### config.mk
export PLATFORM = sky130hd
export DESIGN_NAME = fdcr_top
export DESIGN_NICKNAME = d
export VERILOG_FILES = /design/src/verilog/fdcr_pkg.sv /design/src/verilog/fdcr_sync.sv /design/src/verilog/fdcr_cfg.sv /design/src/verilog/fdcr_top.sv
export VERILOG_INCLUDE_DIRS = /design/src /design/src/verilog
export SDC_FILE = /design/constraint.sdc
export NUM_CORES = 1
export LEC_CHECK = 0
export BUFFER_PORTS_ARGS = -buffer_cell sky130_fd_sc_hd__clkbuf_2
export CORE_ASPECT_RATIO = 0.75
export CORE_MARGIN = 4
export CORE_UTILIZATION = 50
export CTS_CLUSTER_DIAMETER = 40
export DETAILED_ROUTE_END_ITERATION = 10
export HOLD_SLACK_MARGIN = 0.08
export MAX_ROUTING_LAYER = met4
export PLACE_DENSITY = 0.78
export SLEW_MARGIN = 20
export SYNTH_ARGS = -nofsm -noshare
export SYNTH_HDL_FRONTEND = slang
export SYNTH_SLANG_ARGS = --single-unit
### constraint.sdc
create_clock -name mclk -period 4.8 [get_ports mclk]
set_input_delay 0.72 -clock mclk [delete_from_list [all_inputs] [get_ports mclk]]
set_output_delay 0.72 -clock mclk [all_outputs]
set_load 0.005 [all_outputs]
### src/verilog/fdcr_params.svh
`ifndef FDCR_PARAMS_SVH
`define FDCR_PARAMS_SVH

// register offsets inside the floppy block window
`define FDCR_OFF_STATUS_A       3'h0
`define FDCR_OFF_STATUS_B       3'h1
`define FDCR_OFF_DIGITAL_OUTPUT 3'h2
`define FDCR_OFF_TAPE_DRIVE     3'h3
`define FDCR_OFF_MAIN_STATUS    3'h4
`define FDCR_OFF_DATA_PORT      3'h5
`define FDCR_OFF_RESERVED_SIX   3'h6
`define FDCR_OFF_DIGITAL_INPUT  3'h7

// configuration port pairs: index port, then data port
`define FDCR_CFG_INDEX_A        10'h3f0
`define FDCR_CFG_DATA_A         10'h3f1
`define FDCR_CFG_INDEX_B        10'h370
`define FDCR_CFG_DATA_B         10'h371

// configuration entry and exit keys written to the index port
`define FDCR_CFG_ENTER_KEY      8'h55
`define FDCR_CFG_EXIT_KEY       8'haa

// configuration register indices
`define FDCR_CR_MODE            8'h03
`define FDCR_CR_FORCE           8'h17
`define FDCR_CR_BASE            8'h20

// field positions
`define FDCR_MODE_ENH_BIT       0
`define FDCR_MODE_ENC_BIT       1
`define FDCR_MODE_IDENT_BIT     2
`define FDCR_FORCE_WP_BIT       0

// reset values
`define FDCR_CR_MODE_RST        8'h06
`define FDCR_CR_FORCE_RST       8'h00
`define FDCR_CR_BASE_RST        8'h00
`define FDCR_CR_INDEX_RST       8'h00

// edges after reset release before the port strap is final
`define FDCR_BOOT_WAIT          2'h3

`endif

### src/verilog/fdcr_pkg.sv
package fdcr_pkg;

  // interface mode, one-hot
  typedef enum logic [2:0] {
    FDCR_IF_FIRST  = 3'b001,
    FDCR_IF_SECOND = 3'b010,
    FDCR_IF_THIRD  = 3'b100
  } fdcr_if_mode_t;

  // configuration entry state, one-hot
  typedef enum logic [2:0] {
    FDCR_CS_IDLE   = 3'b001,
    FDCR_CS_KEY    = 3'b010,
    FDCR_CS_ACTIVE = 3'b100
  } fdcr_cfg_state_t;

  // decoded configuration seen by the floppy block
  typedef struct packed {
    logic          enh_floppy;
    fdcr_if_mode_t if_mode;
    logic          force_wp;
    logic          fdc_en;
    logic [6:0]    base;
  } fdcr_cfg_t;

  // one committed host write
  typedef struct packed {
    logic       wr;
    logic [9:0] addr;
    logic [7:0] data;
  } fdcr_wr_t;

  // drive input pins, all active low
  typedef struct packed {
    logic write_protect_n;
    logic index_n;
    logic track_zero_n;
    logic second_drive_present_n;
  } fdcr_disk_t;

  // controller core state on the same clock
  typedef struct packed {
    logic head_inward;
    logic head_side;
    logic step_out;
    logic floppy_irq_out;
    logic drq;
  } fdcr_core_t;

endpackage

### src/verilog/fdcr_sync.sv
`timescale 1ns/10ps
module fdcr_sync #(
  parameter int         W   = 1,
  parameter logic [W-1:0] RST = '0
) (
  input  wire logic         mclk,
  input  wire logic         rst_n,
  input  wire logic [W-1:0] d,
  output logic      [W-1:0] q
);
  logic [W-1:0] stage1;  // first stage, read only by second

  // two flops per bit
  genvar i;
  generate
    for (i = 0; i < W; i++) begin : g_bit
      always_ff @(posedge mclk or negedge rst_n) begin
        if (!rst_n) begin
          stage1[i] <= RST[i];
          q[i]      <= RST[i];
        end else begin
          stage1[i] <= d[i];
          q[i]      <= stage1[i];
        end
      end
    end
  endgenerate
endmodule

### src/verilog/fdcr_cfg.sv
`timescale 1ns/10ps
`include "fdcr_params.svh"
module fdcr_cfg
  import fdcr_pkg::*;
(
  input  wire logic     mclk,
  input  wire logic     rst_n,
  input  wire logic     port_alt,
  input  wire fdcr_wr_t wr,
  output fdcr_cfg_t     cfg,
  output logic          cfg_active
);
  fdcr_cfg_state_t state, next_state;       // entry sequence
  logic [7:0]      index_reg, next_index;   // selected config register
  logic [7:0]      mode_reg, next_mode;     // floppy and interface mode bits
  logic [7:0]      base_reg, next_base;     // base address, addr[9:2]
  logic [7:0]      force_reg, next_force;   // forced status bits
  logic [1:0]      boot_cnt, next_boot_cnt; // strap settle counter
  logic            alt_sel, next_alt_sel;   // captured port strap
  logic            boot_done;
  logic            idx_hit;
  logic            dat_hit;
  fdcr_if_mode_t   mode_dec;               // decoded interface mode

  // port pair follows the strap once it has settled
  assign boot_done = (boot_cnt == `FDCR_BOOT_WAIT);
  assign idx_hit = wr.wr && boot_done &&
                   (wr.addr == (alt_sel ? `FDCR_CFG_INDEX_B : `FDCR_CFG_INDEX_A));
  assign dat_hit = wr.wr && boot_done &&
                   (wr.addr == (alt_sel ? `FDCR_CFG_DATA_B : `FDCR_CFG_DATA_A));

  // next state of entry machine and config registers
  always_comb begin
    next_state    = state;
    next_index    = index_reg;
    next_mode     = mode_reg;
    next_base     = base_reg;
    next_force    = force_reg;
    next_boot_cnt = boot_cnt;
    next_alt_sel  = alt_sel;
    // strap keeps tracking until settled
    if (!boot_done) begin
      next_boot_cnt = boot_cnt + 2'h1;
      next_alt_sel  = port_alt;
    end
    case (state)
      FDCR_CS_IDLE: begin
        // first key
        if (idx_hit && wr.data == `FDCR_CFG_ENTER_KEY) begin
          next_state = FDCR_CS_KEY;
        end
      end
      FDCR_CS_KEY: begin
        // second key or fall back
        if (idx_hit) begin
          next_state = (wr.data == `FDCR_CFG_ENTER_KEY) ? FDCR_CS_ACTIVE : FDCR_CS_IDLE;
        end
      end
      FDCR_CS_ACTIVE: begin
        // only here do config writes land
        if (idx_hit) begin
          if (wr.data == `FDCR_CFG_EXIT_KEY) begin
            next_state = FDCR_CS_IDLE;
          end else begin
            next_index = wr.data;
          end
        end else if (dat_hit) begin
          case (index_reg)
            `FDCR_CR_MODE:  next_mode  = wr.data;
            `FDCR_CR_BASE:  next_base  = wr.data;
            `FDCR_CR_FORCE: next_force = wr.data;
            default:        ;
          endcase
        end
      end
      default: next_state = FDCR_CS_IDLE;
    endcase
  end

  // register config state
  always_ff @(posedge mclk or negedge rst_n) begin
    if (!rst_n) begin
      state     <= FDCR_CS_IDLE;
      index_reg <= `FDCR_CR_INDEX_RST;
      mode_reg  <= `FDCR_CR_MODE_RST;
      base_reg  <= `FDCR_CR_BASE_RST;
      force_reg <= `FDCR_CR_FORCE_RST;
      boot_cnt  <= 2'h0;
      alt_sel   <= 1'b0;
    end else begin
      state     <= next_state;
      index_reg <= next_index;
      mode_reg  <= next_mode;
      base_reg  <= next_base;
      force_reg <= next_force;
      boot_cnt  <= next_boot_cnt;
      alt_sel   <= next_alt_sel;
    end
  end

  // decode of the interface mode bits
  always_comb begin
    case ({mode_reg[`FDCR_MODE_IDENT_BIT], mode_reg[`FDCR_MODE_ENC_BIT]})
      2'b11:   mode_dec = FDCR_IF_FIRST;
      2'b01:   mode_dec = FDCR_IF_SECOND;
      2'b00:   mode_dec = FDCR_IF_THIRD;
      default: mode_dec = FDCR_IF_FIRST;
    endcase
  end
  assign cfg.if_mode = mode_dec;

  // remaining decoded fields
  assign cfg.enh_floppy = mode_reg[`FDCR_MODE_ENH_BIT];
  assign cfg.force_wp   = force_reg[`FDCR_FORCE_WP_BIT];
  assign cfg.base       = base_reg[7:1];
  assign cfg.fdc_en     = |base_reg[7:1];
  assign cfg_active     = (state == FDCR_CS_ACTIVE);

  // config registers only move inside config state
  a_cfg_gate: assert property (@(posedge mclk) disable iff (!rst_n)
    ($changed(mode_reg) || $changed(base_reg) || $changed(force_reg))
      |-> $past(state) == FDCR_CS_ACTIVE)
    else $error("config register changed outside config state");

  // floppy block starts disabled
  a_cfg_boot_off: assert property (@(posedge mclk) disable iff (!rst_n)
    (boot_cnt == 2'h0) |-> !cfg.fdc_en)
    else $error("floppy block enabled right after reset");

  // two keys at the index port open config state
  a_cfg_enter: assert property (@(posedge mclk) disable iff (!rst_n)
    (state == FDCR_CS_KEY && idx_hit && wr.data == `FDCR_CFG_ENTER_KEY)
      |=> cfg_active)
    else $error("second key did not open config state");

  c_cfg_enter: cover property (@(posedge mclk) disable iff (!rst_n) $rose(cfg_active));
endmodule

### src/verilog/fdcr_top.sv
`timescale 1ns/10ps
`include "fdcr_params.svh"
// Functional notes
// all host registers eight bits wide
// config pair at 3f0 or 370, write-only
// floppy block disabled until base programmed
// config writes only inside config state
// enhanced bit selects alternate floppy mode
// ident and encoding high give first mode
// ident low encoding high give second mode
// both low give third interface mode
// eight offsets, shared read/write at four, seven
// status_a readable in second and third modes
// status_a read in first mode floats
// bit 0 step direction, inward one
// bit 1 write protect, forced protect clears
// bits 2 and 4 index, track zero raw
// bit 3 head side, one is side 1
// bit 5 step output active high
// bit 6 second drive present, low
// bit 7 mirrors floppy interrupt output
// writes to read-only offsets are dropped
module fdcr_top
  import fdcr_pkg::*;
(
  input  wire logic       mclk,
  input  wire logic       reset_n,
  input  wire logic       cfg_port_alt,
  input  wire logic [9:0] host_addr,
  input  wire logic [7:0] host_data_in,
  output logic      [7:0] host_data_out,
  output logic            host_data_oe,
  input  wire logic       host_ior_n,
  input  wire logic       host_iow_n,
  input  wire logic       host_aen,
  input  wire fdcr_disk_t disk_in,
  input  wire fdcr_core_t core_stat,
  input  wire logic [7:0] core_rd_data,
  output logic            core_rd_stb,
  output logic            core_wr_stb,
  output logic      [2:0] core_off,
  output logic      [7:0] core_wr_data,
  output logic            cfg_active,
  output logic            enh_floppy_mode,
  output fdcr_if_mode_t   if_mode,
  output logic            dma_enable_valid,
  output logic            irq_drq_driven,
  output logic            tc_active_high,
  output logic            density_select_high
);
  localparam int          SYNC_W   = 26;                // synchronised pin count
  localparam logic [25:0] SYNC_RST = {10'h000, 8'h00, 3'h7, 4'hf, 1'b0};

  logic [1:0]  rst_pipe;       // reset release chain
  logic        rst_n;          // released reset for the design
  logic [25:0] sync_q;         // synchronised pins
  logic [9:0]  addr_s;         // address after sync
  logic [7:0]  data_s;         // write data after sync
  logic        ior_n_s;        // read strobe after sync
  logic        iow_n_s;        // write strobe after sync
  logic        aen_s;          // dma address enable after sync
  fdcr_disk_t  disk_s;         // drive inputs after sync
  logic        port_alt_s;     // port strap after sync
  fdcr_cfg_t   cfg;            // decoded configuration
  fdcr_wr_t    wr_ev;          // committed write
  logic        iow_n_q, next_iow_n_q;   // previous write strobe
  logic        ior_n_q, next_ior_n_q;   // previous read strobe
  logic [9:0]  wr_addr_q, next_wr_addr_q; // address held during strobe
  logic [7:0]  wr_data_q, next_wr_data_q; // data held during strobe
  logic        aen_q, next_aen_q;       // aen held during strobe
  logic [9:0]  rd_addr_q, next_rd_addr_q; // read address held
  logic        rd_act;         // read strobe asserted
  logic        rd_hit;         // read targets floppy block
  logic        wr_hit;         // write targets floppy block
  logic        rd_end;         // read strobe released
  logic [2:0]  rd_off;         // offset being read
  logic [2:0]  wr_off;         // offset being written
  logic        wr_writable;    // offset takes writes
  logic [7:0]  stat_second;    // status_a, second mode layout
  logic [7:0]  stat_third;     // status_a, third mode layout
  logic        wp_eff_n;       // write protect after forcing
  logic        step_latch, next_step_latch; // latched step for third mode
  logic [7:0]  next_data_out;
  logic        next_data_oe;
  logic        next_rd_stb;
  logic        next_wr_stb;
  logic [2:0]  next_off;
  logic [7:0]  next_wr_data;

  // reset release through two flops
  always_ff @(posedge mclk or negedge reset_n) begin
    if (!reset_n) begin
      rst_pipe <= 2'b00;
    end else begin
      rst_pipe <= {rst_pipe[0], 1'b1};
    end
  end
  assign rst_n = rst_pipe[1];

  // every host, drive and strap pin crosses two flops before use
  fdcr_sync #(
    .W   (SYNC_W),
    .RST (SYNC_RST)
  ) u_sync (
    .mclk  (mclk),
    .rst_n (rst_n),
    .d     ({host_addr, host_data_in, host_ior_n, host_iow_n, host_aen,
             disk_in, cfg_port_alt}),
    .q     (sync_q)
  );

  // split synchronised bundle
  assign addr_s     = sync_q[25:16];
  assign data_s     = sync_q[15:8];
  assign ior_n_s    = sync_q[7];
  assign iow_n_s    = sync_q[6];
  assign aen_s      = sync_q[5];
  assign disk_s     = sync_q[4:1];
  assign port_alt_s = sync_q[0];

  // write commits when the strobe releases, using values held while low
  assign wr_ev.wr   = !iow_n_q && iow_n_s && !aen_q;
  assign wr_ev.addr = wr_addr_q;
  assign wr_ev.data = wr_data_q;

  // configuration ports and registers
  fdcr_cfg u_cfg (
    .mclk       (mclk),
    .rst_n      (rst_n),
    .port_alt   (port_alt_s),
    .wr         (wr_ev),
    .cfg        (cfg),
    .cfg_active (cfg_active)
  );

  // floppy window decode, closed until a base is programmed
  assign rd_act = !ior_n_s && !aen_s;
  assign rd_off = addr_s[2:0];
  assign rd_hit = cfg.fdc_en && (addr_s[9:3] == cfg.base);
  assign wr_off = wr_addr_q[2:0];
  assign wr_hit = wr_ev.wr && cfg.fdc_en && (wr_addr_q[9:3] == cfg.base);
  assign rd_end = !ior_n_q && ior_n_s && cfg.fdc_en && (rd_addr_q[9:3] == cfg.base);

  // only these offsets take writes
  always_comb begin
    case (wr_off)
      `FDCR_OFF_DIGITAL_OUTPUT: wr_writable = 1'b1;
      `FDCR_OFF_TAPE_DRIVE:     wr_writable = 1'b1;
      `FDCR_OFF_MAIN_STATUS:    wr_writable = 1'b1;
      `FDCR_OFF_DATA_PORT:      wr_writable = 1'b1;
      `FDCR_OFF_DIGITAL_INPUT:  wr_writable = 1'b1;
      default:                  wr_writable = 1'b0;
    endcase
  end

  // write protect with the forcing bit applied
  assign wp_eff_n = disk_s.write_protect_n && !cfg.force_wp;

  // status_a in the second mode, drive pins as seen
  assign stat_second = {core_stat.floppy_irq_out,
                        disk_s.second_drive_present_n,
                        core_stat.step_out,
                        disk_s.track_zero_n,
                        core_stat.head_side,
                        disk_s.index_n,
                        wp_eff_n,
                        core_stat.head_inward};

  // status_a in the third mode, inverted pins
  assign stat_third = {core_stat.floppy_irq_out,
                       core_stat.drq,
                       step_latch,
                       !disk_s.track_zero_n,
                       !core_stat.head_side,
                       !disk_s.index_n,
                       !wp_eff_n,
                       !core_stat.head_inward};

  // strobe history, held address and data, step latch
  always_comb begin
    next_iow_n_q   = iow_n_s;
    next_ior_n_q   = ior_n_s;
    next_wr_addr_q = wr_addr_q;
    next_wr_data_q = wr_data_q;
    next_aen_q     = aen_q;
    next_rd_addr_q = rd_addr_q;
    // hold bus while strobes are low
    if (!iow_n_s) begin
      next_wr_addr_q = addr_s;
      next_wr_data_q = data_s;
      next_aen_q     = aen_s;
    end
    if (rd_act) begin
      next_rd_addr_q = addr_s;
    end
    // step latch set wins over the clear by digital_input read
    if (core_stat.step_out) begin
      next_step_latch = 1'b1;
    end else if (rd_end && rd_addr_q[2:0] == `FDCR_OFF_DIGITAL_INPUT) begin
      next_step_latch = 1'b0;
    end else begin
      next_step_latch = step_latch;
    end
  end

  // host data bus and core strobes
  always_comb begin
    next_data_out = host_data_out;
    next_data_oe  = 1'b0;
    next_rd_stb   = 1'b0;
    next_wr_stb   = 1'b0;
    next_off      = core_off;
    next_wr_data  = core_wr_data;
    // read in progress on the window
    if (rd_act && rd_hit) begin
      case (rd_off)
        `FDCR_OFF_STATUS_A: begin
          case (cfg.if_mode)
            FDCR_IF_SECOND: begin
              next_data_oe  = 1'b1;
              next_data_out = stat_second;
            end
            FDCR_IF_THIRD: begin
              next_data_oe  = 1'b1;
              next_data_out = stat_third;
            end
            default: next_data_oe = 1'b0;
          endcase
        end
        `FDCR_OFF_RESERVED_SIX: next_data_oe = 1'b0;
        default: begin
          // other registers come from the core
          next_data_oe  = 1'b1;
          next_data_out = core_rd_data;
          next_off      = rd_off;
        end
      endcase
    end
    // read finished, tell core which offset was read
    if (rd_end && rd_addr_q[2:0] != `FDCR_OFF_STATUS_A &&
        rd_addr_q[2:0] != `FDCR_OFF_RESERVED_SIX) begin
      next_rd_stb = 1'b1;
      next_off    = rd_addr_q[2:0];
    end
    // write passes on only to writable offsets
    if (wr_hit && wr_writable) begin
      next_wr_stb  = 1'b1;
      next_off     = wr_off;
      next_wr_data = wr_data_q;
    end
  end

  // register bus side state
  always_ff @(posedge mclk or negedge rst_n) begin
    if (!rst_n) begin
      iow_n_q       <= 1'b1;
      ior_n_q       <= 1'b1;
      wr_addr_q     <= 10'h000;
      wr_data_q     <= 8'h00;
      aen_q         <= 1'b0;
      rd_addr_q     <= 10'h000;
      step_latch    <= 1'b0;
      host_data_out <= 8'h00;
      host_data_oe  <= 1'b0;
      core_rd_stb   <= 1'b0;
      core_wr_stb   <= 1'b0;
      core_off      <= 3'h0;
      core_wr_data  <= 8'h00;
    end else begin
      iow_n_q       <= next_iow_n_q;
      ior_n_q       <= next_ior_n_q;
      wr_addr_q     <= next_wr_addr_q;
      wr_data_q     <= next_wr_data_q;
      aen_q         <= next_aen_q;
      rd_addr_q     <= next_rd_addr_q;
      step_latch    <= next_step_latch;
      host_data_out <= next_data_out;
      host_data_oe  <= next_data_oe;
      core_rd_stb   <= next_rd_stb;
      core_wr_stb   <= next_wr_stb;
      core_off      <= next_off;
      core_wr_data  <= next_wr_data;
    end
  end

  // mode outputs to the rest of the controller
  assign enh_floppy_mode     = cfg.enh_floppy;
  assign if_mode             = cfg.if_mode;
  assign dma_enable_valid    = (cfg.if_mode != FDCR_IF_SECOND);
  assign irq_drq_driven      = (cfg.if_mode == FDCR_IF_SECOND);
  assign tc_active_high      = (cfg.if_mode != FDCR_IF_SECOND);
  assign density_select_high = (cfg.if_mode == FDCR_IF_FIRST);

  // first mode read of status_a leaves bus floating
  a_status_float: assert property (@(posedge mclk) disable iff (!rst_n)
    (rd_act && rd_hit && rd_off == `FDCR_OFF_STATUS_A && cfg.if_mode == FDCR_IF_FIRST)
      |=> !host_data_oe)
    else $error("status_a drove bus in first mode");

  // direction bit follows core
  a_status_inward: assert property (@(posedge mclk) disable iff (!rst_n)
    (rd_act && rd_hit && rd_off == `FDCR_OFF_STATUS_A && cfg.if_mode == FDCR_IF_SECOND)
      |=> host_data_oe && host_data_out[0] == $past(core_stat.head_inward))
    else $error("status_a bit 0 wrong");

  // forced protect reads as protected
  a_status_wp_force: assert property (@(posedge mclk) disable iff (!rst_n)
    (rd_act && rd_hit && rd_off == `FDCR_OFF_STATUS_A && cfg.if_mode == FDCR_IF_SECOND
     && cfg.force_wp) |=> !host_data_out[1])
    else $error("forced write protect not shown");

  // head side and step bits
  a_status_head_step: assert property (@(posedge mclk) disable iff (!rst_n)
    (rd_act && rd_hit && rd_off == `FDCR_OFF_STATUS_A && cfg.if_mode == FDCR_IF_SECOND)
      |=> host_data_out[3] == $past(core_stat.head_side)
          && host_data_out[5] == $past(core_stat.step_out))
    else $error("status_a head or step bit wrong");

  // interrupt bit mirrors interrupt output
  a_status_irq_bit: assert property (@(posedge mclk) disable iff (!rst_n)
    (rd_act && rd_hit && rd_off == `FDCR_OFF_STATUS_A && cfg.if_mode != FDCR_IF_FIRST)
      |=> host_data_out[7] == $past(core_stat.floppy_irq_out))
    else $error("status_a bit 7 wrong");

  // no write reaches read-only or reserved offsets
  a_ro_write_drop: assert property (@(posedge mclk) disable iff (!rst_n)
    core_wr_stb |-> core_off != `FDCR_OFF_STATUS_A && core_off != `FDCR_OFF_STATUS_B
                    && core_off != `FDCR_OFF_RESERVED_SIX)
    else $error("write passed to read-only offset");

  // second mode pin polarities
  a_second_mode_pins: assert property (@(posedge mclk) disable iff (!rst_n)
    cfg.if_mode == FDCR_IF_SECOND |-> irq_drq_driven && !tc_active_high
                                   && !density_select_high && !dma_enable_valid)
    else $error("second mode pin controls wrong");

  // third mode polarities
  a_third_mode_pins: assert property (@(posedge mclk) disable iff (!rst_n)
    cfg.if_mode == FDCR_IF_THIRD |-> tc_active_high && !density_select_high
                                   && dma_enable_valid && !irq_drq_driven)
    else $error("third mode pin controls wrong");

  // disabled window never drives bus
  a_off_no_drive: assert property (@(posedge mclk) disable iff (!rst_n)
    !cfg.fdc_en ##1 !cfg.fdc_en |-> !host_data_oe)
    else $error("bus driven while block disabled");

  c_second_status_read: cover property (@(posedge mclk) disable iff (!rst_n)
    host_data_oe && cfg.if_mode == FDCR_IF_SECOND && rd_off == `FDCR_OFF_STATUS_A);
  c_first_status_read: cover property (@(posedge mclk) disable iff (!rst_n)
    rd_act && rd_hit && rd_off == `FDCR_OFF_STATUS_A && cfg.if_mode == FDCR_IF_FIRST);
  c_core_write: cover property (@(posedge mclk) disable iff (!rst_n) core_wr_stb);
endmodule

==> results.txt, run 1 <==
Status = completed
Antenna Nets Post-Route = 0
Root Driver = clkbuf_16
Final Setup Violations = 0
Avg Synthesized Cell Area = 13.87 um^2
Antenna Cells = 0
Setup Total Neg Slack = 0 ns
Final non-filler cell total = 595
Pwr per Cell Area = 433.6 mW/mm^2
Peak supply drop = 0.0003994 V
Worst Skew = 0.004763 ns
Final period utilization = 59.51%
DRT Pass-1 Iters = 4
Worst slack, placed = 1.974 ns
Netlist cell types = 47
Highest-count cells in the layout ignoring fill and taps = 113 x dfrtp_1, 71 x clkbuf_2, 57 x mux2_2, 30 x nand2_1, 28 x xnor2_1
Slew @ Worst Pin = 1.125 ns
Largest registers = u_sync.q x26, u_sync.stage1 x26
Sequential share of the synthesized area = 65.15%
Post-layout util = 63.49%
DR vias/cell = 5.272
Ys flop type = dfrtp_1
Vias in the first global route = 3243
H-tree Lvls = 4
FFs w/ async S/R, synth = 100.0%
Most common cell after layout, fill and taps aside = dfrtp_1
CTS tree = built
Mapped Cells = 371
Clock latency on the worst-skew pair = 0.42 ns
Die H = 95.85 um
Starting Density = 52.22%
CP arrival = 3.18 ns
Num rows = 31
Fin. Hold Viols = 0
Die area = 0.01199 mm^2
Crit path max fanout = 21
Slew HR = 24.36%
Element type at the critical path end = register
Initial antenna violation count = 0
LEAKAGE = 0.002872 uW
Critical path's top delay family = simple AND/OR/NAND/NOR gates
Remaining Overflow, GRT = 0
FILL cells = 735
Largest net degree at the start of global routing = 84
RSZ-0062 raised after global routing = false
FMAX = 0.3501 GHz
Routed WL = 9.941 mm
DRC viols = 0
Required @ worst endpoint = 5.13 ns
Clock buffer count from CTS = 17
Nets = 492
Synthesized cell area = 0.005145 mm^2
Worst min path class = register to asynchronous set/reset pin
Vias = 3137
Syn-to-layout area delta = 21.57%
Area contributors post-synth = dfrtp_1 55%, mux2_2 12%, dfstp_2 9.7%
Gr usage total = 18.58%
Crit Path Category = register to register
Min Hold Slack = 0.2781 ns
Critical path buffers and inverters = 0
Core area = 0.009852 mm^2
Layout cells sized above 1 = 41.90%
Die span in x = 125.1 um
Max incr delay on CP = 0.83 ns
#FFs+latches synth = 133
Ports = 72
Setup ws final = 1.943 ns
Critical-path top delay cell = dfstp_2
Worst-path clk slew = 0.06 ns
Syn Nets = 413
1st-iter DRT viols = 226
Yosys top cell by area = dfrtp_1
Top cell type's share of synthesized area = 55.45%
CTS Buffer Depth = 2
CP cell instances = nor3b_1, nand4_1, or4_1, and3_2, o31ai_2
Port Buffers = 71
DP HPWL = 6.924 mm
Post-synth EDFFs = 0
Final Wtd Congestion = 0.8448
Number of synthesis warnings = 0
First-pass GRT wire length = 16.70 mm
Placed cell count = 561
Avg WL per Cell = 16.71 um
Startpoint class of the critical path = register
Clk sinks = 133
Final Slew Violations = 0
MaxCap Viol Count = 0
Min cycle time layout = 2.857 ns
==> metrics by stage <==
stage	total power [uW]	area [um^2]
2_1_floorplan	1315	5145
3_3_place_gp	1358	5598
3_5_place_dp	1366	5598
4_1_cts	2734	6235
5_1_grt	2814	6255
6_report	2712	6255
==> power breakdown <==
group          switching [uW]  internal [uW]  total [uW]
logic                    49.2           63.4         113
clock network             490            872        1360
registers                56.7           1180        1240
total                     596           2120        2710
==> path summary, 6_finish.rpt <==
kind | start | depth (start not counted) | endpoint | slack, ns
min reg2reg | rst_pipe[1] | 0 | u_sync.stage1[10] | 0.28
max in group asynchronous | rst_pipe[1] | 1 | wr_addr_q[4] | 3.57
min | rst_pipe[1] | 0 | u_sync.stage1[10] | 0.28
max reg2reg | u_sync.q[6] | 5 | core_off[1] | 1.94
max | u_sync.q[6] | 5 | core_off[1] | 1.94
min in group mclk | u_sync.stage1[12] | 0 | u_sync.q[12] | 0.34
==> cell type report <==
cell class                      instances  area, um^2  share of cell area, %
Sequential cell                       133        3356                  53.65
Multi-Input combinational cell        217        1684                  26.93
Clock buffer                           17       425.4                  6.801
Timing Repair Buffer                   75       400.4                  6.401
Clock inverter                         15       201.4                  3.221
Tap cell                              132       165.2                  2.641
Inverter                                6       22.52                 0.3601
==> synthesized netlist by cell type, types with 3 or more instances <==
master / count
dfstp_2: 19
nor4_1: 4
dfrtp_1: 114
mux2_2: 57
nand2_1: 30
xnor2_1: 28
a21oi_1: 9
mux2i_1: 3
buf_4: 7
or4_1: 3
nor3b_1: 3
nor4_2: 3
o21ai_0: 7
inv_1: 6
clkbuf_1: 5
nand4_1: 11
nor2_1: 22
nand3_1: 3
==> cell families after synthesis <==
kind of cell / count (synthesis) / synth area share (%)
AO/OA/AOI/OAI: 26 / 3.161
XOR/XNOR: 30 / 5.107
adder cells (fa/ha/maj): 1 / 0.2432
buffers and inverters: 21 / 2.116
flip-flops: 133 / 65.15
multiplexers: 61 / 13.28
other: 1 / 0.07289
AND/OR/NAND/NOR: 98 / 10.87
==> routing by layer <==
layer,track usage [%],vias up,share of wire (%)
met1,23.88,1569,46
met2,27.82,97,46
met4,6.137,0,1.2
met3,6.767,19,6.9
li1,-,1452,-
met5,-,-,0
==> timing repair <==
item	4_1_cts	5_1_grt
resized for setup	0	0
hold buffers	1	0
hold endpoints to repair	2	0
setup endpoints to repair	0	0
setup buffers	0	0
Note: power is estimated with default switching activity, not from simulation.
==> run 2: changes to the inputs <==
--- a/config.mk
+++ b/config.mk
@@ -6,6 +6,7 @@
 export SDC_FILE = /design/constraint.sdc
 export NUM_CORES = 1
 export LEC_CHECK = 0
+export ABC_AREA = 1
 export BUFFER_PORTS_ARGS = -buffer_cell sky130_fd_sc_hd__clkbuf_2
 export CORE_ASPECT_RATIO = 0.75
 export CORE_MARGIN = 4
==> constraint.sdc (replaced) <==
create_clock -name mclk -period 2.8 [get_ports mclk]
set_input_delay 0.42 -clock mclk [delete_from_list [all_inputs] [get_ports mclk]]
set_output_delay 0.42 -clock mclk [all_outputs]
set_load 0.005 [all_outputs]
==> run 2 against run 1 <==
  * Critical path depth grew 1
  * Largest power group unchanged
  * Power grew 71%
  * Sequential share of layout area shrank 2.9 points
==> results.txt, run 2 <==
Largest registers = u_sync.q x26, u_sync.stage1 x26 (unchanged)
# resized after CTS = 0 (unchanged)
Antenna Cells = 0 (unchanged)
Highest-count cells in the layout ignoring fill and taps = 194 x nand2_1, 113 x dfrtp_1, 71 x clkbuf_2, 61 x inv_1, 59 x o21ai_0 (was 113 x dfrtp_1, 71 x clkbuf_2, 57 x mux2_2, 30 x nand2_1, 28 x xnor2_1)
DRT Pass-1 Iters = 5 (was 4)
Top cell type's share of synthesized area = 52.40% (was 55.45%)
DRC viols = 0 (unchanged)
Max incr delay on CP = 0.72 ns (was 0.83 ns)
R2r setup slk = 0.39 ns (was 1.94 ns)
DP HPWL = 8.591 mm (was 6.924 mm)
Clock latency on the worst-skew pair = 0.42 ns (about the same)
Core area = 0.01045 mm^2 (was 0.009852 mm^2)
MaxCap Viol Count = 0 (unchanged)
Gr usage total = 21.31% (was 18.58%)
Num rows = 32 (was 31)
Final Wtd Congestion = 0.9579 (was 0.8448)
Ys flop type = dfrtp_1 (unchanged)
Number of synthesis warnings = 0 (unchanged)
Layout cells sized above 1 = 21.34% (was 41.90%)
Post-synth EDFFs = 0 (unchanged)
Sw Share = 23.31% (was 21.99%)
Crit path max fanout = 21 (unchanged)
Nets = 718 (was 492)
Critical path buffers and inverters = 1 (was 0)
Vias in the first global route = 4226 (was 3243)
Yosys top cell by area = dfrtp_1 (unchanged)
Setup Total Neg Slack = 0 ns (unchanged)
Critical-path top delay cell = dfstp_2 (unchanged)
#FFs+latches synth = 133 (unchanged)
Min cycle time layout = 2.413 ns (was 2.857 ns)
Avg WL per Cell = 14.73 um (was 16.71 um)
Hold_buf cts = 8 (was 1)
Vias = 4231 (was 3137)
CP cell instances = inv_2, nor3_4, nand3_1, or3_1, nand2_1, o21ai_2 (was nor3b_1, nand4_1, or4_1, and3_2, o31ai_2)
H-tree Lvls = 4 (unchanged)
Worst min path class = primary input to register (was register to asynchronous set/reset pin)
Port Buffers = 71 (unchanged)
Die area = 0.01264 mm^2 (was 0.01199 mm^2)
Post-layout util = 63.29% (was 63.49%)
Netlist cell types = 34 (was 47)
Critical path's top delay family = simple AND/OR/NAND/NOR gates (unchanged)
Avg Synthesized Cell Area = 9.196 um^2 (was 13.87 um^2)
CP arrival = 2.69 ns (was 3.18 ns)
Clock buffer count from CTS = 17 (unchanged)
Starting Density = 52.10% (was 52.22%)
Top-count cell post-synth = nand2_1 (was dfrtp_1)
Clock power frac = 49.6% (was 50.2%)
Initial antenna violation count = 0 (unchanged)
Routed WL = 12.16 mm (was 9.941 mm)
Area contributors post-synth = dfrtp_1 52%, nand2_1 13%, dfstp_2 9.2% (was dfrtp_1 55%, mux2_2 12%, dfstp_2 9.7%)
Syn-to-layout area delta = 21.49% (was 21.57%)
Pint = 3566 uW (was 2115 uW)
Final period utilization = 86.18% (was 59.51%)
Worst Skew = 0.006594 ns (was 0.004763 ns)
Peak supply drop = 0.0005658 V (was 0.0003994 V)
Synthesized cell area = 0.005444 mm^2 (was 0.005145 mm^2)
LEAKAGE = 0.003300 uW (was 0.002872 uW)
Gate power share = 5.4% (was 4.2%)
CTS Buffer Depth = 2 (unchanged)
Clk sinks = 133 (unchanged)
Fin. Hold Viols = 0 (unchanged)
Mapped Cells = 592 (was 371)
CTS tree = built (unchanged)
Startpoint class of the critical path = register (unchanged)
Root Driver = clkbuf_16 (unchanged)
Status = completed (unchanged)
DR vias/cell = 5.128 (was 5.272)
Worst-path clk slew = 0.06 ns (about the same)
Antenna Nets Post-Route = 0 (unchanged)
Synth cell count leaders = 194 x nand2_1, 114 x dfrtp_1, 61 x inv_1 (was 114 x dfrtp_1, 57 x mux2_2, 30 x nand2_1)
Largest net degree at the start of global routing = 64 (was 84)
Most common cell after layout, fill and taps aside = nand2_1 (was dfrtp_1)
Final Slew Violations = 0 (unchanged)
Hold depth = 1
Final Setup Violations = 0 (unchanged)
Ports = 72 (unchanged)
Post CTS Setup Buffer Count = 0 (unchanged)
Die span in x = 128.5 um (was 125.1 um)
Crit path depth = 6 (was 5)
Worst R2R Path Depth = 6 (was 5)
Element type at the critical path end = register (unchanged)
First-pass GRT wire length = 20.47 mm (was 16.70 mm)
FMAX = 0.4144 GHz (was 0.3501 GHz)
Remaining Overflow, GRT = 0 (unchanged)
1st-iter DRT viols = 381 (was 226)
Sequential power share = 44.9% (was 45.6%)
FFs w/ async S/R, synth = 100.0% (unchanged)
Syn Nets = 634 (was 413)
Crit Path Category = register to register (unchanged)
Slew HR = 54.54% (was 24.36%)
Sequential share of the synthesized area = 61.57% (was 65.15%)
Slew @ Worst Pin = 0.6819 ns (was 1.125 ns)
Required @ worst endpoint = 3.08 ns (was 5.13 ns)
Die H = 98.37 um (was 95.85 um)
Pwr per Cell Area = 703.2 mW/mm^2 (was 433.6 mW/mm^2)
Switching pwr = 1084 uW (was 596.4 uW)
RSZ-0062 raised after global routing = false (unchanged)
FILL cells = 852 (was 735)
[run 2: area by class of cell]
class	instances	area (um^2)	share of cell area [%]
Timing Repair Buffer	85	493.0	7.454
Multi-Input combinational cell	375	1730	26.16
Inverter	64	240.2	3.632
Sequential cell	133	3356	50.74
Tap cell	136	170.2	2.573
Clock buffer	19	452.9	6.848
Clock inverter	13	171.4	2.592
[run 2: layer usage]
layer	track usage, %	wire length (um)	part of all wire, %	vias up
met5	-	0	0	-
met4	8.401	239	2.0	0
met3	5.577	900	7.4	24
met2	30.77	5670	47	156
met1	28.89	5345	44	2007
li1	-	-	-	2044
[run 2: cell families (layout without fill, tap and decap cells)]
logic type                 Yosys count  after routing  synth area share, %
AOI/OAI and AO/OA                   76             76                7.630
xor gates and xnor gates            10             10                1.609
adders and majority gates            1              1               0.2298
buffers and inverters               84            181                6.642
DFF                                133            133                61.57
other                                1              1              0.06888
and+or+nand+nor                    287            287                22.25
[run 2: path summary, 6_finish.rpt]
| kind | from | endpoint |
|---|---|---|
| setup / recovery | u_sync.q[6] | u_cfg.index_reg[0] |
| hold / removal | host_addr[7] | u_sync.stage1[23] |
| setup reg to reg | u_sync.q[6] | u_cfg.index_reg[0] |
| hold reg to reg | rst_pipe[1] | host_data_out[1] |
| max in group asynchronous | rst_pipe[1] | u_cfg.state[0] |
| min in group asynchronous | rst_pipe[1] | host_data_out[1] |
[run 2: per-stage QoR]
| step | power [uW] | setup slack (ns) | instances | cell area [um^2] | hold WS, ns |
|---|---|---|---|---|---|
| after floorplan | 2258 | 0.6054 | 592 | 5445 | 0.1244 |
| after global placement | 2346 | 0.5446 | 785 | 5909 | 0.2058 |
| after detailed placement | 2361 | 0.4454 | 785 | 5909 | 0.2073 |
| after CTS | 4676 | 0.4185 | 825 | 6614 | 0.09440 |
| after global routing | 4824 | 0.2630 | 825 | 6614 | 0.08840 |
| final | 4651 | 0.3871 | 825 | 6614 | 0.1059 |
[run 2: power by group through the flow]
stage	Sequential [uW]	Clock, uW	Combinational [uW]
5_1_grt	2100	2430	286
3_3_place_gp	2120	0	229
2_1_floorplan	2110	0	143
3_5_place_dp	2120	0	239
4_1_cts	2090	2330	252
6_report	2090	2310	252
